## src/design/pma_map.vh

```
// Constants for the program memory access unit.
`ifndef PMA_MAP_VH
`define PMA_MAP_VH
`define PMA_RPAG_MAP_BIT 9
`define PMA_RPAG_WSEL_BIT 8
`define PMA_RPAG_RESET 10'h000
`define PMA_WPAG_RESET 10'h000
`define PMA_TPAG_RESET 8'h00
`define PMA_EA_WIN_BIT 15
`define PMA_ROW_WORDS 64
`define PMA_ROW_IDX_W 6
`define PMA_ROW_BYTES 192
`define PMA_BLOCK_ROWS 8
`define PMA_BLOCK_WORDS 512
`define PMA_BLOCK_BYTES 1536
`define PMA_PEN_MOV 2'h1
`define PMA_PEN_OTHER 2'h2
`define PMA_PEN_REP_EDGE 2'h2
`define PMA_PEN_REP_MID 2'h1
`define PMA_TABLE_WRITE_CYC 2'h2
`define PMA_OP_ROW 4'h1
`define PMA_OP_PAGE_ERASE 4'h2
`define PMA_OP_WORD 4'h3
`define PMA_KEY1 8'h55
`define PMA_KEY2 8'haa
`define PMA_NVM_TIME_US 20
`define PMA_CLK_MHZ 10
`define PMA_NVM_CYC (`PMA_NVM_TIME_US * `PMA_CLK_MHZ)
`define PMA_ERASED 24'hffffff
`endif

```

## src/design/pma_top.v

```verilog
// Program memory access unit: read window, table access, row latches and program control.
// How it works
// RL1: Window hit needs EA bit15 and page bit9.
// RL2: Program address is page low byte plus EA.
// RL3: Page bit8 picks lower or upper word.
// RL4: 512 pages; 0x2xx lower, 0x3xx upper words.
// RL5: Upper data half maps onto any page.
// RL6: Window is read only, never writes flash.
// RL7: Upper word reads zero in bits 15:8.
// RL8: Upper access with zero page raises trap.
// RL9: Penalty one for moves, two otherwise.
// RL10: Repeat loop: two at edges, else one.
// RL11: Rows of 64 words, blocks of eight rows.
// RL12: Blocks and rows aligned from address zero.
// RL13: Table writes land in latches, not flash.
// RL14: Latches rewrite freely; row is 64 words, 128 writes.
// RL15: Software fills unused latches with all ones.
// RL16: Table write takes two cycles; commit separately.
// RL17: Low ops bits 15:0, high ops 23:16.
// RL18: Table address is page byte plus EA.
// RL19: Single word programming also supported.
// RL20: Software sets page, loads latches, then starts.
// RL21: Avoid reprogramming without erase.
// RL22: Start bit self-times, stalls, clears itself.
// RL23: Unlock needs 55h then AAh back to back.
`timescale 1ns/1ps
`include "pma_map.vh"
module pma_top #(
  parameter NVM_CYC = `PMA_NVM_CYC
) (
  input wire clk_sys_i,
  input wire resetn_i,
  // Page register writes from the CPU.
  input wire rpag_we_i,
  input wire wpag_we_i,
  input wire tpag_we_i,
  input wire [9:0] pag_d_i,
  // Data-space access.
  input wire ds_rd_i,
  input wire ds_wr_i,
  input wire [15:0] ds_ea_i,
  input wire ds_is_mov_i,
  input wire ds_in_rep_i,
  input wire ds_rep_edge_i,
  // Table access.
  input wire tbl_rd_i,
  input wire tbl_wr_i,
  input wire tbl_high_i,
  input wire tbl_byte_i,
  input wire [15:0] tbl_ea_i,
  input wire [15:0] tbl_d_i,
  // Flash control and key.
  input wire ctl_we_i,
  input wire ctl_start_i,
  input wire ctl_wren_i,
  input wire ctl_erase_i,
  input wire [3:0] ctl_op_i,
  input wire key_we_i,
  input wire [7:0] key_d_i,
  // Program array read data for the address presented.
  input wire [23:0] pm_rdata_i,
  output reg [22:0] pm_raddr_o,
  output reg pm_rd_o,
  output reg [15:0] rd_data_o,
  output reg rd_valid_o,
  output reg [1:0] penalty_o,
  output reg addr_trap_o,
  output reg [9:0] rpag_o,
  output reg [9:0] wpag_o,
  output reg [7:0] tpag_o,
  output reg [23:0] tbl_addr_o,
  output reg tbl_wr_busy_o,
  output reg ctl_start_o,
  output reg ctl_wren_o,
  output reg ctl_erase_o,
  output reg [3:0] ctl_op_o,
  output reg ctl_err_o,
  output reg stall_o,
  output reg nvm_prog_o,
  output reg nvm_erase_o,
  output reg [23:0] nvm_addr_o,
  output reg [23:0] nvm_wdata_o,
  output reg [5:0] nvm_idx_o
);
  // ****************************************************************
  // Address formation
  // ****************************************************************
  wire win_hit = ds_ea_i[`PMA_EA_WIN_BIT] && rpag_o[`PMA_RPAG_MAP_BIT]; // RL1 RL5
  wire [22:0] win_addr = {rpag_o[7:0], ds_ea_i[14:0]}; // RL2 RL4
  wire [23:0] tbl_addr = {tpag_o, tbl_ea_i}; // RL18
  wire [5:0] row_idx = tbl_ea_i[6:1];
  reg wsel_r;
  reg tbl_hi_r;
  reg tbl_byte_r;
  reg tbl_bsel_r;
  reg win_pend_r;
  reg tbl_pend_r;
  wire [23:0] latch_q [0:63];
  reg [1:0] lo_be;
  always @* begin
    lo_be = 2'h3;
    if (tbl_byte_i) begin
      lo_be = tbl_ea_i[0] ? 2'h2 : 2'h1;
    end
  end
  // ****************************************************************
  // Row holding latches
  // ****************************************************************
  reg tbl_wr_ok;
  always @* begin
    // Configuration space is read-only through table writes.
    tbl_wr_ok = tbl_wr_i && !tpag_o[7] && !tbl_wr_busy_o && !stall_o;
  end
  genvar gi;
  generate
    for (gi = 0; gi < `PMA_ROW_WORDS; gi = gi + 1) begin : g_lat
      pma_latch u_lat (
        .clk_sys_i(clk_sys_i),
        .wr_lo_i(tbl_wr_ok && !tbl_high_i && row_idx == gi), // RL13 RL14 RL17
        .wr_hi_i(tbl_wr_ok && tbl_high_i && row_idx == gi), // RL17
        .lo_be_i(lo_be),
        .hi_be_i(!tbl_byte_i || !tbl_ea_i[0]),
        .lo_d_i(lo_be == 2'h2 ? {tbl_d_i[7:0], 8'h00} : tbl_d_i),
        .hi_d_i(tbl_d_i[7:0]),
        .q_o(latch_q[gi])
      );
    end
  endgenerate
  // ****************************************************************
  // Read path, penalties and trap
  // ****************************************************************
  wire trap_now = (ds_rd_i && ds_ea_i[15] && rpag_o == 10'h000) ||
                  (ds_wr_i && ds_ea_i[15] && wpag_o == 10'h000); // RL8
  reg [1:0] pen_nxt;
  always @* begin
    pen_nxt = 2'h0;
    if (ds_rd_i && win_hit) begin
      if (ds_in_rep_i) begin
        pen_nxt = ds_rep_edge_i ? `PMA_PEN_REP_EDGE : `PMA_PEN_REP_MID; // RL10
      end else begin
        pen_nxt = ds_is_mov_i ? `PMA_PEN_MOV : `PMA_PEN_OTHER; // RL9
      end
    end
  end
  reg [15:0] rd_nxt;
  always @* begin
    rd_nxt = 16'h0000;
    if (win_pend_r) begin
      rd_nxt = wsel_r ? {8'h00, pm_rdata_i[23:16]} : pm_rdata_i[15:0]; // RL3 RL7
    end else if (tbl_pend_r) begin
      if (tbl_hi_r) begin
        rd_nxt = (tbl_byte_r && tbl_bsel_r) ? 16'h0000 : {8'h00, pm_rdata_i[23:16]}; // RL7 RL17
      end else if (tbl_byte_r) begin
        rd_nxt = {8'h00, tbl_bsel_r ? pm_rdata_i[15:8] : pm_rdata_i[7:0]};
      end else begin
        rd_nxt = pm_rdata_i[15:0];
      end
    end
  end
  // ****************************************************************
  // Programming sequencer
  // ****************************************************************
  localparam ST_IDLE = 2'h0;
  localparam ST_RUN = 2'h1;
  localparam ST_ROW = 2'h2;
  reg [1:0] st_r;
  reg [1:0] key_st_r;
  reg [15:0] tmr_r;
  reg [23:0] base_r;
  wire unlocked = key_st_r == 2'h2;
  wire op_ok = ctl_erase_o ? (ctl_op_o == `PMA_OP_PAGE_ERASE) :
               (ctl_op_o == `PMA_OP_ROW || ctl_op_o == `PMA_OP_WORD);
  always @(posedge clk_sys_i) begin
    if (!resetn_i) begin
      rpag_o <= `PMA_RPAG_RESET;
      wpag_o <= `PMA_WPAG_RESET;
      tpag_o <= `PMA_TPAG_RESET;
      pm_raddr_o <= 23'h000000;
      pm_rd_o <= 1'b0;
      rd_data_o <= 16'h0000;
      rd_valid_o <= 1'b0;
      penalty_o <= 2'h0;
      addr_trap_o <= 1'b0;
      tbl_addr_o <= 24'h000000;
      tbl_wr_busy_o <= 1'b0;
      wsel_r <= 1'b0;
      tbl_hi_r <= 1'b0;
      tbl_byte_r <= 1'b0;
      tbl_bsel_r <= 1'b0;
      win_pend_r <= 1'b0;
      tbl_pend_r <= 1'b0;
      ctl_start_o <= 1'b0;
      ctl_wren_o <= 1'b0;
      ctl_erase_o <= 1'b0;
      ctl_op_o <= 4'h0;
      ctl_err_o <= 1'b0;
      stall_o <= 1'b0;
      nvm_prog_o <= 1'b0;
      nvm_erase_o <= 1'b0;
      nvm_addr_o <= 24'h000000;
      nvm_wdata_o <= 24'h000000;
      nvm_idx_o <= 6'h00;
      st_r <= ST_IDLE;
      key_st_r <= 2'h0;
      tmr_r <= 16'h0000;
      base_r <= 24'h000000;
    end else begin
      if (rpag_we_i) begin
        rpag_o <= pag_d_i;
      end
      if (wpag_we_i) begin
        wpag_o <= pag_d_i;
      end
      if (tpag_we_i) begin
        tpag_o <= pag_d_i[7:0];
      end
      // Window writes are never forwarded to the array.
      pm_rd_o <= (ds_rd_i && win_hit) || tbl_rd_i; // RL6
      if (ds_rd_i && win_hit) begin
        pm_raddr_o <= win_addr;
        wsel_r <= rpag_o[`PMA_RPAG_WSEL_BIT];
      end else if (tbl_rd_i) begin
        pm_raddr_o <= tbl_addr[23:1];
      end
      tbl_hi_r <= tbl_high_i;
      tbl_byte_r <= tbl_byte_i;
      tbl_bsel_r <= tbl_ea_i[0];
      win_pend_r <= ds_rd_i && win_hit;
      tbl_pend_r <= tbl_rd_i && !(ds_rd_i && win_hit);
      rd_valid_o <= win_pend_r || tbl_pend_r;
      rd_data_o <= rd_nxt;
      penalty_o <= pen_nxt;
      addr_trap_o <= trap_now;
      if (tbl_rd_i || tbl_wr_i) begin
        tbl_addr_o <= tbl_addr;
      end
      // Second cycle of a latch write.
      tbl_wr_busy_o <= tbl_wr_ok; // RL16
      if (tbl_wr_ok) begin
        base_r <= tbl_addr;
      end
      // Key must be the two values on consecutive key writes.
      if (key_we_i) begin
        if (key_d_i == `PMA_KEY1) begin
          key_st_r <= 2'h1;
        end else if (key_d_i == `PMA_KEY2 && key_st_r == 2'h1) begin
          key_st_r <= 2'h2;
        end else begin
          key_st_r <= 2'h0;
        end
      end else if (ctl_we_i || tbl_wr_i) begin
        key_st_r <= 2'h0; // RL23
      end
      nvm_prog_o <= 1'b0;
      nvm_erase_o <= 1'b0;
      case (st_r)
        ST_IDLE: begin
          if (ctl_we_i) begin
            ctl_wren_o <= ctl_wren_i;
            ctl_erase_o <= ctl_erase_i;
            ctl_op_o <= ctl_op_i;
            if (ctl_start_i) begin
              key_st_r <= 2'h0;
              if (ctl_wren_o && unlocked && op_ok) begin
                ctl_start_o <= 1'b1; // RL22
                ctl_err_o <= 1'b0;
                stall_o <= 1'b1;
                tmr_r <= NVM_CYC[15:0];
                nvm_idx_o <= 6'h00;
                if (ctl_erase_o) begin
                  // Block base aligned to 512 words from address zero.
                  nvm_addr_o <= {base_r[23:10], 10'h000}; // RL11 RL12
                  nvm_erase_o <= 1'b1;
                  st_r <= ST_RUN;
                end else if (ctl_op_o == `PMA_OP_WORD) begin
                  nvm_addr_o <= base_r; // RL19
                  nvm_idx_o <= base_r[6:1];
                  nvm_wdata_o <= latch_q[base_r[6:1]];
                  nvm_prog_o <= 1'b1;
                  st_r <= ST_RUN;
                end else begin
                  nvm_addr_o <= {base_r[23:7], 7'h00}; // RL11 RL12
                  nvm_wdata_o <= latch_q[0];
                  nvm_prog_o <= 1'b1;
                  st_r <= ST_ROW;
                end
              end else begin
                ctl_err_o <= 1'b1;
              end
            end
          end
        end
        ST_ROW: begin
          // Stream all 64 latches out, then wait out the timed cycle.
          if (nvm_idx_o == 6'h3f) begin
            st_r <= ST_RUN;
          end else begin
            nvm_idx_o <= nvm_idx_o + 6'h01;
            nvm_wdata_o <= latch_q[nvm_idx_o + 6'h01];
            nvm_addr_o <= nvm_addr_o + 24'h000002;
            nvm_prog_o <= 1'b1;
          end
        end
        ST_RUN: begin
          if (tmr_r <= 16'h0001) begin
            ctl_start_o <= 1'b0; // RL22
            stall_o <= 1'b0;
            st_r <= ST_IDLE;
          end else begin
            tmr_r <= tmr_r - 16'h0001;
          end
        end
        default: begin
          st_r <= ST_IDLE;
        end
      endcase
    end
  end
endmodule // pma_top

```

## src/design/pma_latch.v

```verilog
// One program-word holding latch of the row buffer.
`timescale 1ns/1ps
module pma_latch (
  input wire clk_sys_i,
  input wire wr_lo_i,
  input wire wr_hi_i,
  input wire [1:0] lo_be_i,
  input wire hi_be_i,
  input wire [15:0] lo_d_i,
  input wire [7:0] hi_d_i,
  output wire [23:0] q_o
);
  // Latches have no reset: they power up unknown, as real holding cells do.
  reg [23:0] word_r;
  always @(posedge clk_sys_i) begin
    if (wr_lo_i && lo_be_i[0]) begin
      word_r[7:0] <= lo_d_i[7:0];
    end
    if (wr_lo_i && lo_be_i[1]) begin
      word_r[15:8] <= lo_d_i[15:8];
    end
    if (wr_hi_i && hi_be_i) begin
      word_r[23:16] <= hi_d_i;
    end
  end
  assign q_o = word_r;
endmodule // pma_latch

```

## config.mk

```make
export PLATFORM = sky130hd
export DESIGN_NAME = pma_top
export DESIGN_NICKNAME = d
export VERILOG_FILES = /design/src/design/pma_top.v /design/src/design/pma_latch.v
export VERILOG_INCLUDE_DIRS = /design/src /design/src/design
export SDC_FILE = /design/constraint.sdc
export NUM_CORES = 2
export LEC_CHECK = 0
export BUFFER_PORTS_ARGS = -buffer_cell sky130_fd_sc_hd__buf_2
export CORE_MARGIN = 2
export CORE_UTILIZATION = 50
export CTS_BUF_LIST = sky130_fd_sc_hd__clkbuf_16
export CTS_CLUSTER_DIAMETER = 150
export CTS_CLUSTER_SIZE = 8
export DETAILED_ROUTE_END_ITERATION = 10
export PLACE_DENSITY = 0.72
export SYNTH_ARGS = -nofsm -noshare
export SYNTH_HDL_FRONTEND = slang
export SYNTH_SLANG_ARGS = --single-unit
```

## constraint.sdc

```tcl
create_clock -name clk_sys_i -period 3 [get_ports clk_sys_i]
set_clock_uncertainty 0.05 [all_clocks]
set_input_delay 0.15 -clock clk_sys_i [delete_from_list [all_inputs] [get_ports clk_sys_i]]
set_output_delay 0.15 -clock clk_sys_i [all_outputs]
set_load 0.01 [all_outputs]
```

# [Yosys cells after proc, flatten, opt, wreduce, memory -nomap -nowiden]
# Index checks and enable logic that the tools add are counted.
[word_totals] register_bits=1747 input_bits=113 out_inout_bits=162
[classes] n_addsub=3 order_cmp=3 eq_ne=82 muxes=76 n_bitwise=2 n_reduce_logical=366
[op_table] op="1-bit logical AND" n=336
[op_table] op="24-bit two-way mux" n=14
[op_table] op="24-bit binary-select mux with 6-bit select" n=2
[op_table] op="6-bit == test, second input constant" n=33
[op_table] op="16-bit two-way mux" n=10
[op_table] op="6-bit by 5-bit == test with 1-bit output, second input constant" n=16
[op_table] op="24-bit one-hot mux with 2 select lines" n=2
[op_table] op="6-bit by 4-bit == test with 1-bit output, second input constant" n=8
[op_table] op="23-bit two-way mux" n=2
[op_table] op="2-bit two-way mux" n=19
[op_table] op="6-bit two-way mux" n=6
[op_table] op="16-bit one-hot mux with 2 select lines" n=1
[op_table] op="5-bit AND reduction" n=5
[op_table] op="24-bit by 2-bit adder with 24-bit output, second input constant" n=1
[op_table] op="6-bit by 3-bit == test with 1-bit output, second input constant" n=4
[op_table] op="10-bit zero test" n=2
[op_table] op="16-bit by 1-bit less-or-equal comparator with 1-bit output, second input constant" n=1
[op_table] op="8-bit two-way mux" n=2
[op_table] op="2-bit inequality test, second input constant" n=8
[op_table] op="16-bit by 1-bit subtractor with 16-bit output, second input constant" n=1
[op_table] op="7-bit greater-or-equal comparator, second input constant" n=2
[op_table] op="6-bit inverter with 7-bit output" n=2
[op_table] op="6-bit by 2-bit == test with 1-bit output, second input constant" n=2
[op_table] op="1-bit two-way mux" n=12
[op_table] op="21 further kinds" n=41

# [Longest topological paths before layout]
[depth] ltp_word=10 depth_mapped=12

# [Cells and area by module]
# From an unflattened synthesis, not the netlist that was laid out.
[unflattened] hier_cells=4597 hier_area_um2=80453.4
[modules_own_cells] mod="pma_latch" n_inst=64 cells_per_inst=27 area_per_inst_um2=739.5
[modules_own_cells] mod="pma_top" n_inst=1 cells_per_inst=2869 area_per_inst_um2=33128.0

# [Least setup slack after synthesis]
# OpenSTA, ideal clock, no wires.
[synth_path] path_kind="reg-to-reg" startpoint="reg nvm_idx_o[1]" endpoint="reg nvm_wdata_o[11]" arrival_time_ns=2.835 required_time_ns=2.833 slack_ns=-0.002 path_stages_with_launch=11 synth_period_minus_slack_ns=3.002 cell_sequence="dfxtp_1 > ha_1 > buf_2 > buf_2 > buf_1 > clkbuf_1 > mux4_2 > mux4_2 > nor2_1 > nor3_1 > a32o_1"
[synth_via] elab_chain_len=7 word_cells_on_any_way=10 classes_between="add/sub (1); eq/ne (2); mux (5); bitwise (1); reduce/logical (1)"
[synth_lines] element="start: declaration" line="pma_top.v:83" text="output reg [5:0] nvm_idx_o"
[synth_lines] element="start signal: assignment" line="pma_top.v:277" text="nvm_idx_o <= base_r[6:1];"
[synth_lines] element="start signal: assignment" line="pma_top.v:298" text="nvm_idx_o <= nvm_idx_o + 6'h01;"
[synth_lines] element="6-bit by 1-bit adder with 6-bit output" line="pma_top.v:299" text="nvm_wdata_o <= latch_q[nvm_idx_o + 6'h01];"
[synth_lines] element="6-bit inverter with 7-bit output (implied by the code)" line="pma_top.v:299"
[synth_lines] element="24-bit binary-select mux with 6-bit select" line="pma_top.v:299"
[synth_lines] element="24-bit two-way mux (implied by the code) (2 in a row)" line="pma_top.v:299"
[synth_lines] element="24-bit two-way mux" line="pma_top.v:295" text="if (nvm_idx_o == 6'h3f) begin"
[synth_lines] element="24-bit one-hot mux with 2 select lines" line="pma_top.v:256" text="case (st_r)"
[synth_lines] element="end signal: assignment" line="pma_top.v:278" text="nvm_wdata_o <= latch_q[base_r[6:1]];"
[synth_lines] element="end signal: assignment" line="pma_top.v:283" text="nvm_wdata_o <= latch_q[0];"
[synth_lines] element="end signal: assignment" line="pma_top.v:299"
[synth_lines] element="end: declaration" line="pma_top.v:82" text="output reg [23:0] nvm_wdata_o,"
# Several ways; a longest one is shown, not always the timed one. The select of a mux whose other input is x is not followed.
# A chain may end at the register's enable or synchronous reset.

# [Final worst setup path]
[layout_path] startpoint="reg nvm_idx_o[0]" endpoint="reg nvm_wdata_o[15]"
# The elaborated chain is that of the path after synthesis.

==> out/summary.md <==
STA puts the critical path data arrival time at 3730 ps. The async set-reset flop share out of synthesis is 0%. Summed over all cells, the static leakage comes to 0.0331 uW. The global placer's final weighted congestion was 0.967. For the final routed database, the setup TNS stands at -39.9 ps. Setup violations remaining at the end of the flow were counted as 4. Setup repair after global routing could not meet its margin everywhere.

The number of flip-flops and latches in the synthesized netlist is 1747, and the average vias per placed instance is 6.77. sky130_fd_sc_hd__edfxtp_1 takes more of the synthesized area than any other cell. Starting utilization of the core area: 50.1%. In this run the critical register-to-register path is captured at nvm_wdata_o[15]. The minimum period implied by the final worst setup slack works out to 3020 ps. For this block, the initial DRC count from the detailed router was 8522. For this run, the detailed router's first-pass iteration total came to 8. Number of nets at the end of the flow: 5836. After synthesis, the most frequently instantiated cells are sky130_fd_sc_hd__edfxtp_1 (1536), sky130_fd_sc_hd__mux4_2 (794), sky130_fd_sc_hd__nor2_1 (304). The top-area cell type share of the netlist area is 56.7%. Overall routing resource usage: 31.7%.

After synthesis, the cell types taking the most area are sky130_fd_sc_hd__edfxtp_1 (57%), sky130_fd_sc_hd__mux4_2 (22%), sky130_fd_sc_hd__dfxtp_1 (5.2%), sky130_fd_sc_hd__mux2i_1 (2.4%), sky130_fd_sc_hd__nor2_1 (1.4%). The floorplan step set the die width to 407 um. Summing all multi-input logic gate instances after layout gives 29500 sq um.

The register clock-pin slew on the reported worst setup and hold paths works out to 50 ps. The number of levels the H-tree was split into was 4; the via count of the first global-routing pass was 53.2k. The filler cells instantiated in the layout total 11.6k.

Based on the critical path, the design can be clocked at up to 331 MHz. The first global-routing pass estimated 381000 um of wire. In this run, distinct cell masters in the synthesized netlist total 70. The source of the worst hold timing path is tbl_d_i[8].

The leading register cell type out of synthesis was sky130_fd_sc_hd__edfxtp_1. Wire length per cell after detailed routing: 33.5 um. The path with the worst hold slack has its endpoint at g_lat[23].u_lat.q_o[8].

The routed design has 268000 um of wire. Timing analysis after detailed placement gives a worst setup slack of -213 ps. The most used standard cell by instance count after synthesis was sky130_fd_sc_hd__edfxtp_1. For the worst flop-to-flop path, the logic depth is 8.

CTS saw 1747 sinks. For the pin count of the biggest net entering global routing, the log shows 175. The remaining antenna violation count is 0, and the maximum fanout count along the critical path is 37. Setup slack of the critical path after layout: -17.7 ps. The tools report the kind of start point of the critical path as a flop. Clock latency on the worst-skew pair, taken at its later pin, is 870 ps.

Compared with the post-synthesis result, the final layout area differs by 21.6%. The number of nets handed over by synthesis was 4863. Counting instances, the worst hold path has a depth of 2. In this run the cell area of the synthesized design comes to 81300 sq um. The tools report the type of destination of the critical path as a flop. The sequential fraction of the synthesis area was 61.9%.

The final reports fail on setup timing. The number of primary I/O pins was 275; the number of CTS-inserted buffers was 236. TritonCTS built the clock tree. The run gives -20 ps as the worst-case register-to-register setup slack. The cell sitting at the root of the clock tree is a sky130_fd_sc_hd__clkbuf_16.

The design draws 54400 uW. In the final layout, flip-flops and latches occupy 50400 sq um. The type of the worst setup path is flop to flop. At the pin with the least slew margin, the transition time is 1390 ps. The worst register-to-register path begins at nvm_idx_o[0]. Port buffering added 274 buffers. The worst hold-check slack came out at 80.1 ps.

Averaged over all synthesized cells, the footprint is 17.1 sq um. The die covers 166000 sq um. The detailed-placement wirelength estimate is 180000 um.

The most critical setup path has its startpoint at nvm_idx_o[0]. Data on the critical path is required at its endpoint by 3720 ps. Yosys printed 0 warnings. The flow ran to the end, but the final reports show violations.

From bottom edge to top edge, the die measures 407 um. The tools report the row count as 148. The run gives 89700 sq um as the total cell area at the placement stage.

VDD sags by at most 0.738 mV. For this run, design rule violations remaining after detail routing come to 0. The number of antenna violations at the first check in global routing was 14; the global-route congestion overflow total was 0. Counting flops with a built-in enable in the synthesized netlist gives 1536. In the finished design, the share of the clock period the worst path needs comes to 101%. The kind of path behind the tightest hold check is input port to flop. Counting along the longest clock path gives a buffer depth of 3. The fraction of final layout cells sized beyond drive strength 1 is 36.5%, and the hold violation total from the final report is 0. The headroom to the max-slew limit is 6.45%, and the max-slew violation count is 0.

The run gives 162000 sq um as the core area. The routed layout has 54.2k vias. The tools report the cell area after layout as 98900 sq um. Max-cap violations in this run came to 0. The number of cells produced by synthesis came out at 4746. The ratio of total power to cell area came out at 550 nW/um^2.
flip-flops by register name, indices dropped and copies added, names as in the netlist, 10 cells and up:
| signal | flops |
|---|---|
| g_lat.u_lat.q_o | 1536 |
| pm_raddr_o | 23 |
| rpag_o | 10 |
| nvm_addr_o | 24 |
| tbl_addr_o | 24 |
| base_r | 24 |
| tmr_r | 16 |
| rd_data_o | 16 |
| wpag_o | 10 |
| nvm_wdata_o | 24 |
worst max-delay path by stage:
stage,endpoint,slack [ps]
6_report,nvm_wdata_o[15],-20
5_1_grt,nvm_wdata_o[9],-50
4_1_cts,nvm_wdata_o[9],-4
3_5_place_dp,nvm_wdata_o[9],-210
3_3_place_gp,nvm_wdata_o[9],-180
2_1_floorplan,nvm_wdata_o[11],-2
cells in the final DEF (no fill, tap or decap), types with 30 or more instances in the layout:
cell type | Yosys | routed
sky130_fd_sc_hd__nor2b_1 | 102 | 99
sky130_fd_sc_hd__nor2_1 | 304 | 302
sky130_fd_sc_hd__clkbuf_16 | 0 | 246
sky130_fd_sc_hd__mux4_2 | 794 | 794
sky130_fd_sc_hd__or4_1 | 46 | 43
sky130_fd_sc_hd__and3_1 | 108 | 108
sky130_fd_sc_hd__a2111oi_0 | 67 | 39
sky130_fd_sc_hd__dlygate4sd3_1 | 0 | 167
sky130_fd_sc_hd__edfxtp_1 | 1536 | 1536
sky130_fd_sc_hd__dfxtp_1 | 211 | 205
sky130_fd_sc_hd__nor4_1 | 31 | 30
sky130_fd_sc_hd__buf_4 | 27 | 585
sky130_fd_sc_hd__a211oi_1 | 46 | 43
sky130_fd_sc_hd__buf_2 | 89 | 273
sky130_fd_sc_hd__a21boi_0 | 54 | 54
sky130_fd_sc_hd__mux2i_1 | 191 | 191
sky130_fd_sc_hd__nor3_1 | 55 | 50
sky130_fd_sc_hd__o21ai_0 | 82 | 82
sky130_fd_sc_hd__mux2_2 | 38 | 37
sky130_fd_sc_hd__nand2_1 | 234 | 234
sky130_fd_sc_hd__a21oi_1 | 84 | 84
sky130_fd_sc_hd__inv_1 | 31 | 120
sky130_fd_sc_hd__buf_12 | 0 | 74
sky130_fd_sc_hd__nand3_1 | 34 | 33
power breakdown:
group	switching, uW	internal, uW	leakage [uW]
Clock	10100	14000	0.00350
Sequential	119	26700	0.0156
Combinational	2100	1440	0.0140
final cells by class:
type	instances	area share [%]
Antenna cell	8	0.0202
Multi-Input combinational cell	2566	29.8
Clock buffer	239	6.05
Inverter	31	0.118
Tap cell	2175	2.75
Sequential cell	1747	50.9
Clock inverter	100	0.526
Timing Repair Buffer	1137	9.83
cells by family after synthesis:
group / after synthesis / synth area share [%]
adders and majority gates: 4 / 0.0615
DFF: 1747 / 61.9
and+or+nand+nor: 990 / 5.96
buffers and inverters: 433 / 2.35
xor gates and xnor gates: 16 / 0.172
muxes: 1023 / 24.9
AOI/OAI and AO/OA: 533 / 4.70
critical path, cell delays in order (launching register included):
cell	delay, ps
sky130_fd_sc_hd__dfxtp_4	400
sky130_fd_sc_hd__ha_4	380
sky130_fd_sc_hd__buf_12	250
sky130_fd_sc_hd__buf_16	270
sky130_fd_sc_hd__mux4_2	380
sky130_fd_sc_hd__mux4_2	530
sky130_fd_sc_hd__nor2_1	200
sky130_fd_sc_hd__nor3_1	70
sky130_fd_sc_hd__a32o_1	270
routing by layer:
metal  GRT usage [%]  wire, um
met3            8.30     34900
met2            49.3    125000
met1            41.8     92900
met4            15.6     15300
met5               0        67
per-stage QoR:
step           instances  utilization, %
4_1_cts             7971            60.6
6_report            8003            61.0
5_1_grt             7998            61.0
2_1_floorplan       4746               -
3_5_place_dp        7455            55.3
3_3_place_gp        7455            55.3
timing repair:
item / in CTS / in global routing
endpoints found under the hold margin: 414 / 0
resized for setup: 39 / 69
hold buffers: 167 / 0
gates cloned: 3 / 7
setup endpoints to repair: 18 / 24
pin swaps: 1 / 5
buffers inserted: 7 / 16
Power figures use the tool's default switching activity.
